$ cat config.mk
export PLATFORM = sky130hd
export DESIGN_NAME = tx_event_interrupt_logic
export DESIGN_NICKNAME = d
export VERILOG_FILES = /design/src/rtl/tx_event_pkg.sv /design/src/rtl/tx_event_interrupt_logic.sv
export SDC_FILE = /design/constraint.sdc
export NUM_CORES = 1
export LEC_CHECK = 0
export ABC_AREA = 1
export BUFFER_PORTS_ARGS = -buffer_cell sky130_fd_sc_hd__buf_2
export CORE_ASPECT_RATIO = 0.8
export CORE_UTILIZATION = 51
export CTS_BUF_LIST = sky130_fd_sc_hd__clkbuf_4 sky130_fd_sc_hd__clkbuf_8
export CTS_CLUSTER_DIAMETER = 80
export CTS_CLUSTER_SIZE = 30
export DETAILED_ROUTE_END_ITERATION = 6
export HOLD_SLACK_MARGIN = 0.03
export PLACE_DENSITY = 0.87
export RECOVER_POWER = 50
export REMOVE_ABC_BUFFERS = 1
export SETUP_SLACK_MARGIN = 0.4
export SKIP_LAST_GASP = 1
export SYNTH_ARGS = -nofsm -noshare
export SYNTH_HDL_FRONTEND = slang
export SYNTH_SLANG_ARGS = --single-unit
export TNS_END_PERCENT = 30
$ cat constraint.sdc
create_clock -name clock -period 3.4 [get_ports clock]
set_clock_uncertainty 0.15 [all_clocks]
set_input_delay 1.02 -clock clock [delete_from_list [all_inputs] [get_ports clock]]
set_output_delay 1.02 -clock clock [all_outputs]
set_load 0.05 [all_outputs]
$ cat src/rtl/tx_event_pkg.sv
`default_nettype none
package tx_event_pkg;

  // widths
  localparam int NUM_GPIO   = 4;
  localparam int NUM_SRC    = 11;
  localparam int SYNC_W     = 3 + NUM_GPIO;
  localparam int FIFO_ST_W  = 4;
  localparam int DDC_ADDR_W = 7;
  localparam int DDC_OFS_W  = 8;
  localparam int DDC_CNT_W  = 10;

  // positions in the synchroniser vector
  localparam int SYN_HPD  = 0;
  localparam int SYN_RXS  = 1;
  localparam int SYN_VS   = 2;
  localparam int SYN_GPIO = 3;

  // positions in the pending / enable / clear vectors
  localparam int SRC_MONITOR  = 0;
  localparam int SRC_VSYNC    = 1;
  localparam int SRC_AUDIO    = 2;
  localparam int SRC_AUTH     = 3;
  localparam int SRC_FIFO_CHG = 4;
  localparam int SRC_DDC_DONE = 5;
  localparam int SRC_DDC_FULL = 6;
  localparam int SRC_GPIO     = 7;

  // reset values
  localparam logic [NUM_SRC-1:0]  PEND_RST    = 11'h000;
  localparam logic [NUM_GPIO-1:0] GPIO_OUT_RST = 4'h0;
  localparam logic [NUM_GPIO-1:0] GPIO_OEN_RST = 4'hf;

  typedef enum logic [1:0] {
    ARB_IDLE   = 2'b00,
    ARB_HOST   = 2'b01,
    ARB_ENGINE = 2'b10
  } arb_t;

endpackage
`default_nettype wire

$ cat src/rtl/tx_event_interrupt_logic.sv
`timescale 1ns/1ps
`default_nettype none
module tx_event_interrupt_logic
  import tx_event_pkg::*;
(
  // clock and reset
  input  wire logic                  clock,
  input  wire logic                  rst,
  input  wire logic                  clk_en,
  // asynchronous sources
  input  wire logic                  hot_plug_sense_in,
  input  wire logic                  rx_sense_in,
  input  wire logic                  vsync_in,
  input  wire logic [NUM_GPIO-1:0]   gpio_pin_in,
  // same-clock sources
  input  wire logic                  power_down,
  input  wire logic                  audio_fmt_err,
  input  wire logic                  auth_err,
  input  wire logic [FIFO_ST_W-1:0]  ddc_fifo_status,
  input  wire logic                  ddc_xfer_done,
  input  wire logic                  ddc_fifo_full,
  // host control bits
  input  wire logic [NUM_SRC-1:0]    irq_enable,
  input  wire logic                  host_clear_strobe,
  input  wire logic [NUM_SRC-1:0]    host_clear_mask,
  input  wire logic [NUM_GPIO-1:0]   gpio_dir,
  input  wire logic [NUM_GPIO-1:0]   gpio_out_value,
  input  wire logic [NUM_GPIO-1:0]   gpio_rise_sel,
  // display-channel requests
  input  wire logic                  host_ddc_req,
  input  wire logic                  engine_ddc_req,
  input  wire logic                  host_ddc_start,
  input  wire logic [DDC_ADDR_W-1:0] host_ddc_addr,
  input  wire logic [DDC_OFS_W-1:0]  host_ddc_offset,
  input  wire logic [DDC_CNT_W-1:0]  host_ddc_count,
  // status and interrupt
  output logic                       irq_out,
  output logic [NUM_SRC-1:0]         pending,
  output logic [NUM_GPIO-1:0]        gpio_level,
  output logic                       monitor_present,
  output logic                       edid_readable,
  // pins
  output logic [NUM_GPIO-1:0]        gpio_pin_out,
  output logic [NUM_GPIO-1:0]        gpio_pin_oe_n,
  // display-channel master
  output logic                       ddc_grant_host,
  output logic                       ddc_grant_engine,
  output logic                       ddc_go,
  output logic [DDC_ADDR_W-1:0]      ddc_target_addr,
  output logic [DDC_OFS_W-1:0]       ddc_start_offset,
  output logic [DDC_CNT_W-1:0]       ddc_byte_count
);

  typedef struct packed {
    logic [SYNC_W-1:0]     s1;
    logic [SYNC_W-1:0]     s2;
    logic [SYNC_W-1:0]     prev;
    logic [FIFO_ST_W-1:0]  fifo_prev;
    logic [NUM_SRC-1:0]    pend;
    logic                  irq;
    logic [NUM_GPIO-1:0]   gpio_out;
    logic [NUM_GPIO-1:0]   gpio_oe_n;
    logic [NUM_GPIO-1:0]   gpio_level;
    logic                  mon;
    logic                  edid;
    arb_t                  arb;
    logic                  gnt_host;
    logic                  gnt_engine;
    logic                  go;
    logic [DDC_ADDR_W-1:0] addr;
    logic [DDC_OFS_W-1:0]  ofs;
    logic [DDC_CNT_W-1:0]  cnt;
  } state_t;

  state_t s_q;
  state_t s_d;

  always_comb begin
    logic [NUM_SRC-1:0] set;
    logic [NUM_SRC-1:0] clr;
    logic               rise;
    logic               fall;
    set  = '0;
    clr  = '0;
    rise = 1'b0;
    fall = 1'b0;
    s_d  = s_q;
    if (clk_en) begin
      // s1 feeds only s2; all pin detection looks at s2 against prev
      s_d.s1   = {gpio_pin_in, vsync_in, rx_sense_in, hot_plug_sense_in};
      s_d.s2   = s_q.s1;
      s_d.prev = s_q.s2;
      // monitor detect stays live in power-down; this logic only needs the slow clock
      set[SRC_MONITOR] = (s_q.s2[SYN_HPD] ^ s_q.prev[SYN_HPD])
                       | (s_q.s2[SYN_RXS] ^ s_q.prev[SYN_RXS]);
      if (!power_down) begin
        set[SRC_VSYNC]    = s_q.s2[SYN_VS] & ~s_q.prev[SYN_VS];
        set[SRC_AUDIO]    = audio_fmt_err;
        set[SRC_AUTH]     = auth_err;
        set[SRC_FIFO_CHG] = ddc_fifo_status != s_q.fifo_prev;
        set[SRC_DDC_DONE] = ddc_xfer_done;
        set[SRC_DDC_FULL] = ddc_fifo_full;
        for (int i = 0; i < NUM_GPIO; i++) begin
          rise = s_q.s2[SYN_GPIO+i] & ~s_q.prev[SYN_GPIO+i];
          fall = ~s_q.s2[SYN_GPIO+i] & s_q.prev[SYN_GPIO+i];
          set[SRC_GPIO+i] = ~gpio_dir[i] & (gpio_rise_sel[i] ? rise : fall);
        end
      end
      s_d.fifo_prev = ddc_fifo_status;
      if (host_clear_strobe) begin
        clr = host_clear_mask;
      end
      // set wins over clear so an event in the clear cycle survives
      s_d.pend = (s_q.pend & ~clr) | set;
      s_d.irq  = |(s_d.pend & irq_enable);
      s_d.gpio_out   = gpio_out_value;
      s_d.gpio_oe_n  = ~gpio_dir;
      s_d.gpio_level = s_q.s2[SYN_GPIO +: NUM_GPIO];
      s_d.mon  = s_q.s2[SYN_HPD] | s_q.s2[SYN_RXS];
      s_d.edid = s_q.s2[SYN_HPD];
      // engine wins a tie; a grant is kept until its request drops
      unique case (s_q.arb)
        ARB_IDLE: begin
          if (engine_ddc_req) begin
            s_d.arb = ARB_ENGINE;
          end else if (host_ddc_req) begin
            s_d.arb = ARB_HOST;
          end
        end
        ARB_HOST: begin
          if (!host_ddc_req) begin
            s_d.arb = ARB_IDLE;
          end
        end
        ARB_ENGINE: begin
          if (!engine_ddc_req) begin
            s_d.arb = ARB_IDLE;
          end
        end
        default: s_d.arb = ARB_IDLE;
      endcase
      s_d.gnt_host   = s_d.arb == ARB_HOST;
      s_d.gnt_engine = s_d.arb == ARB_ENGINE;
      // a start without the grant is dropped, not queued
      s_d.go = 1'b0;
      if (s_q.gnt_host && host_ddc_start) begin
        s_d.go   = 1'b1;
        s_d.addr = host_ddc_addr;
        s_d.ofs  = host_ddc_offset;
        s_d.cnt  = host_ddc_count;
      end
    end
  end

  always_ff @(posedge clock or posedge rst) begin
    if (rst) begin
      s_q           <= '0;
      s_q.pend      <= PEND_RST;
      s_q.gpio_out  <= GPIO_OUT_RST;
      s_q.gpio_oe_n <= GPIO_OEN_RST;
      s_q.arb       <= ARB_IDLE;
    end else begin
      s_q <= s_d;
    end
  end

  // every output is a field of the registered state
  assign irq_out          = s_q.irq;
  assign pending          = s_q.pend;
  assign gpio_level       = s_q.gpio_level;
  assign monitor_present  = s_q.mon;
  assign edid_readable    = s_q.edid;
  assign gpio_pin_out     = s_q.gpio_out;
  assign gpio_pin_oe_n    = s_q.gpio_oe_n;
  assign ddc_grant_host   = s_q.gnt_host;
  assign ddc_grant_engine = s_q.gnt_engine;
  assign ddc_go           = s_q.go;
  assign ddc_target_addr  = s_q.addr;
  assign ddc_start_offset = s_q.ofs;
  assign ddc_byte_count   = s_q.cnt;

  property p_gpio_drive;
    @(posedge clock) disable iff (rst)
      clk_en |=> (gpio_pin_oe_n == ~$past(gpio_dir)) && (gpio_pin_out == $past(gpio_out_value));
  endproperty
  a_gpio_drive: assert property (p_gpio_drive) else $error("gpio drive mismatch");

  property p_gpio_level;
    @(posedge clock) disable iff (rst)
      clk_en ##1 clk_en ##1 clk_en |=> gpio_level == $past(gpio_pin_in, 3);
  endproperty
  a_gpio_level: assert property (p_gpio_level) else $error("gpio level not sampled");

  // rising edges on input pins that ask for them, any pin, so the check is not tied to one lane
  logic [NUM_GPIO-1:0] gpio_rise_hit;
  assign gpio_rise_hit = ~gpio_dir & gpio_rise_sel
                       & s_q.s2[SYN_GPIO +: NUM_GPIO] & ~s_q.prev[SYN_GPIO +: NUM_GPIO];

  property p_gpio_edge;
    @(posedge clock) disable iff (rst)
      clk_en && !power_down && (|gpio_rise_hit)
        |=> (pending[SRC_GPIO +: NUM_GPIO] & $past(gpio_rise_hit)) == $past(gpio_rise_hit);
  endproperty
  a_gpio_edge: assert property (p_gpio_edge) else $error("gpio edge lost");

  property p_set_wins;
    @(posedge clock) disable iff (rst)
      clk_en && !power_down && audio_fmt_err && host_clear_strobe |=> pending[SRC_AUDIO];
  endproperty
  a_set_wins: assert property (p_set_wins) else $error("event lost in clear cycle");

  property p_monitor_pd;
    @(posedge clock) disable iff (rst)
      clk_en && (s_q.s2[SYN_RXS] != s_q.prev[SYN_RXS]) |=> pending[SRC_MONITOR];
  endproperty
  a_monitor_pd: assert property (p_monitor_pd) else $error("monitor change lost");

  property p_vsync;
    @(posedge clock) disable iff (rst)
      clk_en && !power_down && s_q.s2[SYN_VS] && !s_q.prev[SYN_VS] |=> pending[SRC_VSYNC];
  endproperty
  a_vsync: assert property (p_vsync) else $error("vsync event lost");

  property p_fifo_chg;
    @(posedge clock) disable iff (rst)
      clk_en && !power_down && $past(clk_en) && ddc_fifo_status != $past(ddc_fifo_status)
        |=> pending[SRC_FIFO_CHG];
  endproperty
  a_fifo_chg: assert property (p_fifo_chg) else $error("fifo change lost");

  property p_irq_cause;
    @(posedge clock) disable iff (rst)
      clk_en |=> irq_out == |(pending & $past(irq_enable));
  endproperty
  a_irq_cause: assert property (p_irq_cause) else $error("interrupt not tied to pending");

  property p_one_grant;
    @(posedge clock) disable iff (rst)
      !(ddc_grant_host && ddc_grant_engine);
  endproperty
  a_one_grant: assert property (p_one_grant) else $error("two grants at once");

  property p_engine_grant;
    @(posedge clock) disable iff (rst)
      clk_en && engine_ddc_req && !ddc_grant_host |=> ddc_grant_engine;
  endproperty
  a_engine_grant: assert property (p_engine_grant) else $error("engine not granted");

  property p_edid;
    @(posedge clock) disable iff (rst)
      clk_en |=> edid_readable == $past(s_q.s2[SYN_HPD]);
  endproperty
  a_edid: assert property (p_edid) else $error("edid readable wrong");

endmodule
`default_nettype wire

### Yosys cells after proc, flatten, opt, wreduce, memory -nomap -nowiden

Index checks and enable logic that the tools add are counted.

* flip-flop bits (word level): 81
* output and inout port bits: 54
* memories kept: 0
* RAM bits: 0
* bits in latches: 0
* memory bits (read-only): 0

* muxes and demuxes: 15
* divide/modulo/power cells: 0
* reductions and logical operators: 4
* $lt $le $gt $ge: 0
* equality and inequality tests: 5
* shift operators: 0
* add/sub/neg operators: 0
* bitwise operators: 35
* multiply operators: 0

Operators with widths (count)
* $mux W26: 1
* $and A11 B11 Y11: 2
* $mux W11: 2
* $mux W10: 2
* $and A1 B1 Y1: 13
* $not A1 Y1: 13
* $not A11 Y11: 1
* $or A11 B11 Y11: 1
* $reduce_or A11 Y1: 1
* $mux W2: 5
* $pmux W2 S3: 1
* $eq A2 B1 Y1 const B: 2
* $eq A2 B2 Y1 const B: 2
* $mux W1: 4
* $ne A4 B4 Y1: 1
* $not A4 Y4: 1
* $logic_not A2 Y1: 1
* $or A1 B1 Y1: 2
* $reduce_and A2 Y1: 1
* $xor A1 B1 Y1: 2
* $logic_and A1 B1 Y1: 1

### Longest topological paths before layout

* depth in word-level cells: 9
* gate-level depth with buffers: 11
* depth with buffers taken out: 11

### Least setup slack after synthesis

OpenSTA, ideal clock, no wires.

* path type: input -> register
* from: in clk_en
* to: reg s_q (netlist bit ddc_byte_count[9])
* stages on the path: 4
* arrival time: 1742 ps
* setup slack: 1383 ps
* buffers on the path: 2
* library setup time: 125 ps
* cells stage by stage: buf_4 -> nand3_4 -> buf_6 -> mux2_4

* longest elaborated chain between the ends: 1

RTL lines
* start, declared: RTL line tx_event_interrupt_logic.sv:9 `input wire logic clk_en,`
* $reduce_and A2 Y1 (no source line)
* end, declared: RTL line tx_event_interrupt_logic.sv:75 `state_t s_q;`

No other way between the ends.
A chain may end at the register's enable or synchronous reset.

### Final worst setup path

* from: in clk_en
* to: reg s_q (netlist bit ddc_start_offset[0])

The elaborated chain is that of the path after synthesis.

==> out/metrics.cfg <==
[run_status]
run_status = finished with violations
failed_checks = max-capacitance violations, max-slew violations

[cells_and_area]
fill_cells = 617
final_design_area_no_fill_um2 = 4310
insertedDiodeCount = 0
drive_gt1_frac = 0.367
synthToLayoutAreaGrowth_pct = 15.9
layout.nets = 578
post_layout_nonfiller_instances = 588
seq_area_um2 = 1910
multi_input_area_um2 = 1250

[logic_synthesis]
synthesis.area_um2 = 3720
synth_seq_cells = 76
yosysWarningCount = 0
synthDistinctLibCells = 20
postSynthCellCount = 408
postSynthAreaPerCell_um2 = 9.11
synth_seq_area_share = 0.513

[floorplanning]
die_area_um2 = 7640
row_count = 27
core-area_um2 = 6960
ioPinCount = 136
die-height_um = 78.4
die_width_um = 97.5
initial_util = 0.534

[min_path]
min_path_type = register to register
hold_path_depth = 2
hp-start = gpio_pin_out[2]
whs_endpoint = gpio_pin_out[2]

[placement]
buffer_ports.inserted = 135
placement.setup.worst_slack_ns = 0.583
hpwlAfterDp_mm = 5.79
routabilityCongestion = 0.780
dp.cells = 572
dpl_cell_area_um2 = 4090

[global_route]
grt_start_max_net_pins = 38
grt_busiest_layer = met2
grt_first_pass_wirelength_mm = 12.6
vias_in_the_first_global_route = 2736
met2_track_usage_gr = 0.365
grt_overflow = 0
global_route.usage.met1 = 0.260
groute.layer.met3.usage = 0.0472
grt_antenna_before_repair = 0
gr-usage-all-layers = 0.210

[sta]
post-route-period-util = 0.718
timing.final.crit_period_ns = 2.44
setup_repair_after_global_routing_missed_its_margin = false
maxSlewHeadroom = -0.0304
transition_time_at_the_pin_with_the_least_slew_margin_ns = 1.54
final.setup.tns_ns = 0
finalHoldViolations = 0
setup_viol_count_final = 0
max_clock_freq_mhz = 410
final_critical_path_setup_slack_ns = 0.959
maxSlewViolCount = 37

[setup_path]
r2r.worst_path.cells = 2
timing.critical_path.arrival_ns = 2.52
crit_path_max_fanout = 37
reg2reg_to = ddc_start_offset[0]
worstSetupEndpointType = register
timing.critical_path.from_type = primary input
data_required_time_of_the_worst_path_ns = 3.48
criticalPathCategory = primary input to register
r2r_slack_ns = 1.86
timing.rr.start = ddc_grant_host

[drt]
route.detailed.wl_per_inst_um = 13.3
ant_nets = 0
finalWirelength_mm = 7.83
via_count = 2832
drt_first_pass_iters = 4
viasPerCell = 4.82
detailedRoute.firstIterationViolations = 113
remaining_drc_errors = 0

[clocking]
cts_root_buf = clkbuf_8
tritoncts_num_sinks = 76
cts-resized-gates = 0
cts-root-to-sink-buffers = 2
cts_post_setup_buffers_inserted = 0
cts_tree = done
hold_buffers = 0
clk-insertion-delay-late_ns = 0.35
cts-buffers-inserted = 9
clock_tree.htree_level_count = 3
clkSlewWorstSetupHoldPaths_ns = 0.08

[power_and_ir_drop]
leakage_uw = 0.00239
p_per_area_nw_per_um2 = 696
worst_ir_drop_vdd_v = 0.000322

[run]
max-cap-violations = 1

==> per-stage QoR <==
stage	hold slack, ns	power, uW	util
6_report	0.323	3000	0.619
5_1_grt	0.357	3140	0.619
4_1_cts	0.324	3030	0.620
3_5_place_dp	0.304	2260	0.588
3_3_place_gp	0.303	2230	0.588
2_1_floorplan	0.292	1970	-
==> synth_stat cells (all sizes together) <==
cell / instances / area [um^2]
o21bai: 1 / 7.51
buf: 57 / 423
nand3: 9 / 57.6
nand4: 2 / 12.5
nand2: 144 / 541
inv: 31 / 116
a31oi: 10 / 62.6
dfrtp: 72 / 1800
xnor2: 1 / 8.76
mux2: 25 / 353
nor2: 20 / 75.1
dfstp: 4 / 105
a21oi: 1 / 5.00
o21ai: 26 / 130
clkbuf: 5 / 18.8
==> registers in the layout (all words and copies together) (netlist names) <==
register	count
ddc_grant_engine	1
ddc_target_addr	7
gpio_pin_out	4
ddc_byte_count	10
ddc_grant_host	1
monitor_present	1
pending	11
irq_out	1
gpio_pin_oe_n	4
ddc_start_offset	8
s_q	27
ddc_go	1
==> how the worst max path moves through the flow <==
stage                       from                  end  slack [ns]  depth (start not counted)
final                     clk_en  ddc_start_offset[0]        0.96                          3
after global routing         rst              s_q[58]        0.71                          3
after CTS                 clk_en  ddc_start_offset[0]        0.95                          3
after detailed placement  clk_en  ddc_start_offset[0]        0.58                          3
after global placement    clk_en    ddc_byte_count[6]        0.66                          3
after floorplan              rst    ddc_byte_count[0]        0.30                          1
==> logic make-up (layout without fill, tap and decap cells) <==
kind of cell,count (synthesis),after routing,synth area share
xor+xnor,1,1,0.00236
compound gates,38,38,0.0552
mux,25,25,0.0949
simple gates,175,175,0.184
flops,76,76,0.513
buf+inv,93,186,0.150
==> critical path, stage by stage <==
cell and delay (ns):
buf_2 0.48, nand3_4 0.54, mux2_4 0.46
==> layer usage <==
metal | part of all wire | wire length [um] | up-vias
met5 | 0 | 0 | -
met4 | 0.012 | 95 | 0
met3 | 0.050 | 394 | 9
met2 | 0.51 | 4030 | 95
met1 | 0.42 | 3320 | 1316
li1 | - | - | 1412
==> cells in the final DEF (no fill, tap or decap), types with 2 or more instances in the layout <==
cell type | Yosys | final
dfrtp_1 | 72 | 72
buf_2 | 5 | 132
clkbuf_8 | 0 | 9
nor2_1 | 20 | 20
bufinv_16 | 0 | 2
nand4_1 | 2 | 2
nand2_1 | 144 | 144
inv_1 | 30 | 29
dfstp_2 | 4 | 4
buf_4 | 50 | 3
mux2_4 | 19 | 19
o21ai_0 | 26 | 26
clkinvlp_4 | 0 | 3
mux2_2 | 6 | 6
clkbuf_1 | 5 | 3
a31oi_1 | 10 | 10
nand3_1 | 8 | 8
==> where the power goes <==
| part | leakage (uW) | internal, uW | switching (uW) |
|---|---|---|---|
| Clock | 0.000102 | 416 | 340 |
| Combinational | 0.00138 | 309 | 753 |
| Sequential | 0.000908 | 1080 | 103 |
| Total | 0.00239 | 1800 | 1200 |
==> final cells by class <==
class | count | area share
inverter | 31 | 0.0273
timing repair buffer | 139 | 0.162
clock buffer | 9 | 0.0287
tap | 87 | 0.0253
sequential | 76 | 0.443
multi-input combinational | 239 | 0.291
clock inverter | 7 | 0.0232
Note: power is estimated with default switching activity, not from simulation.
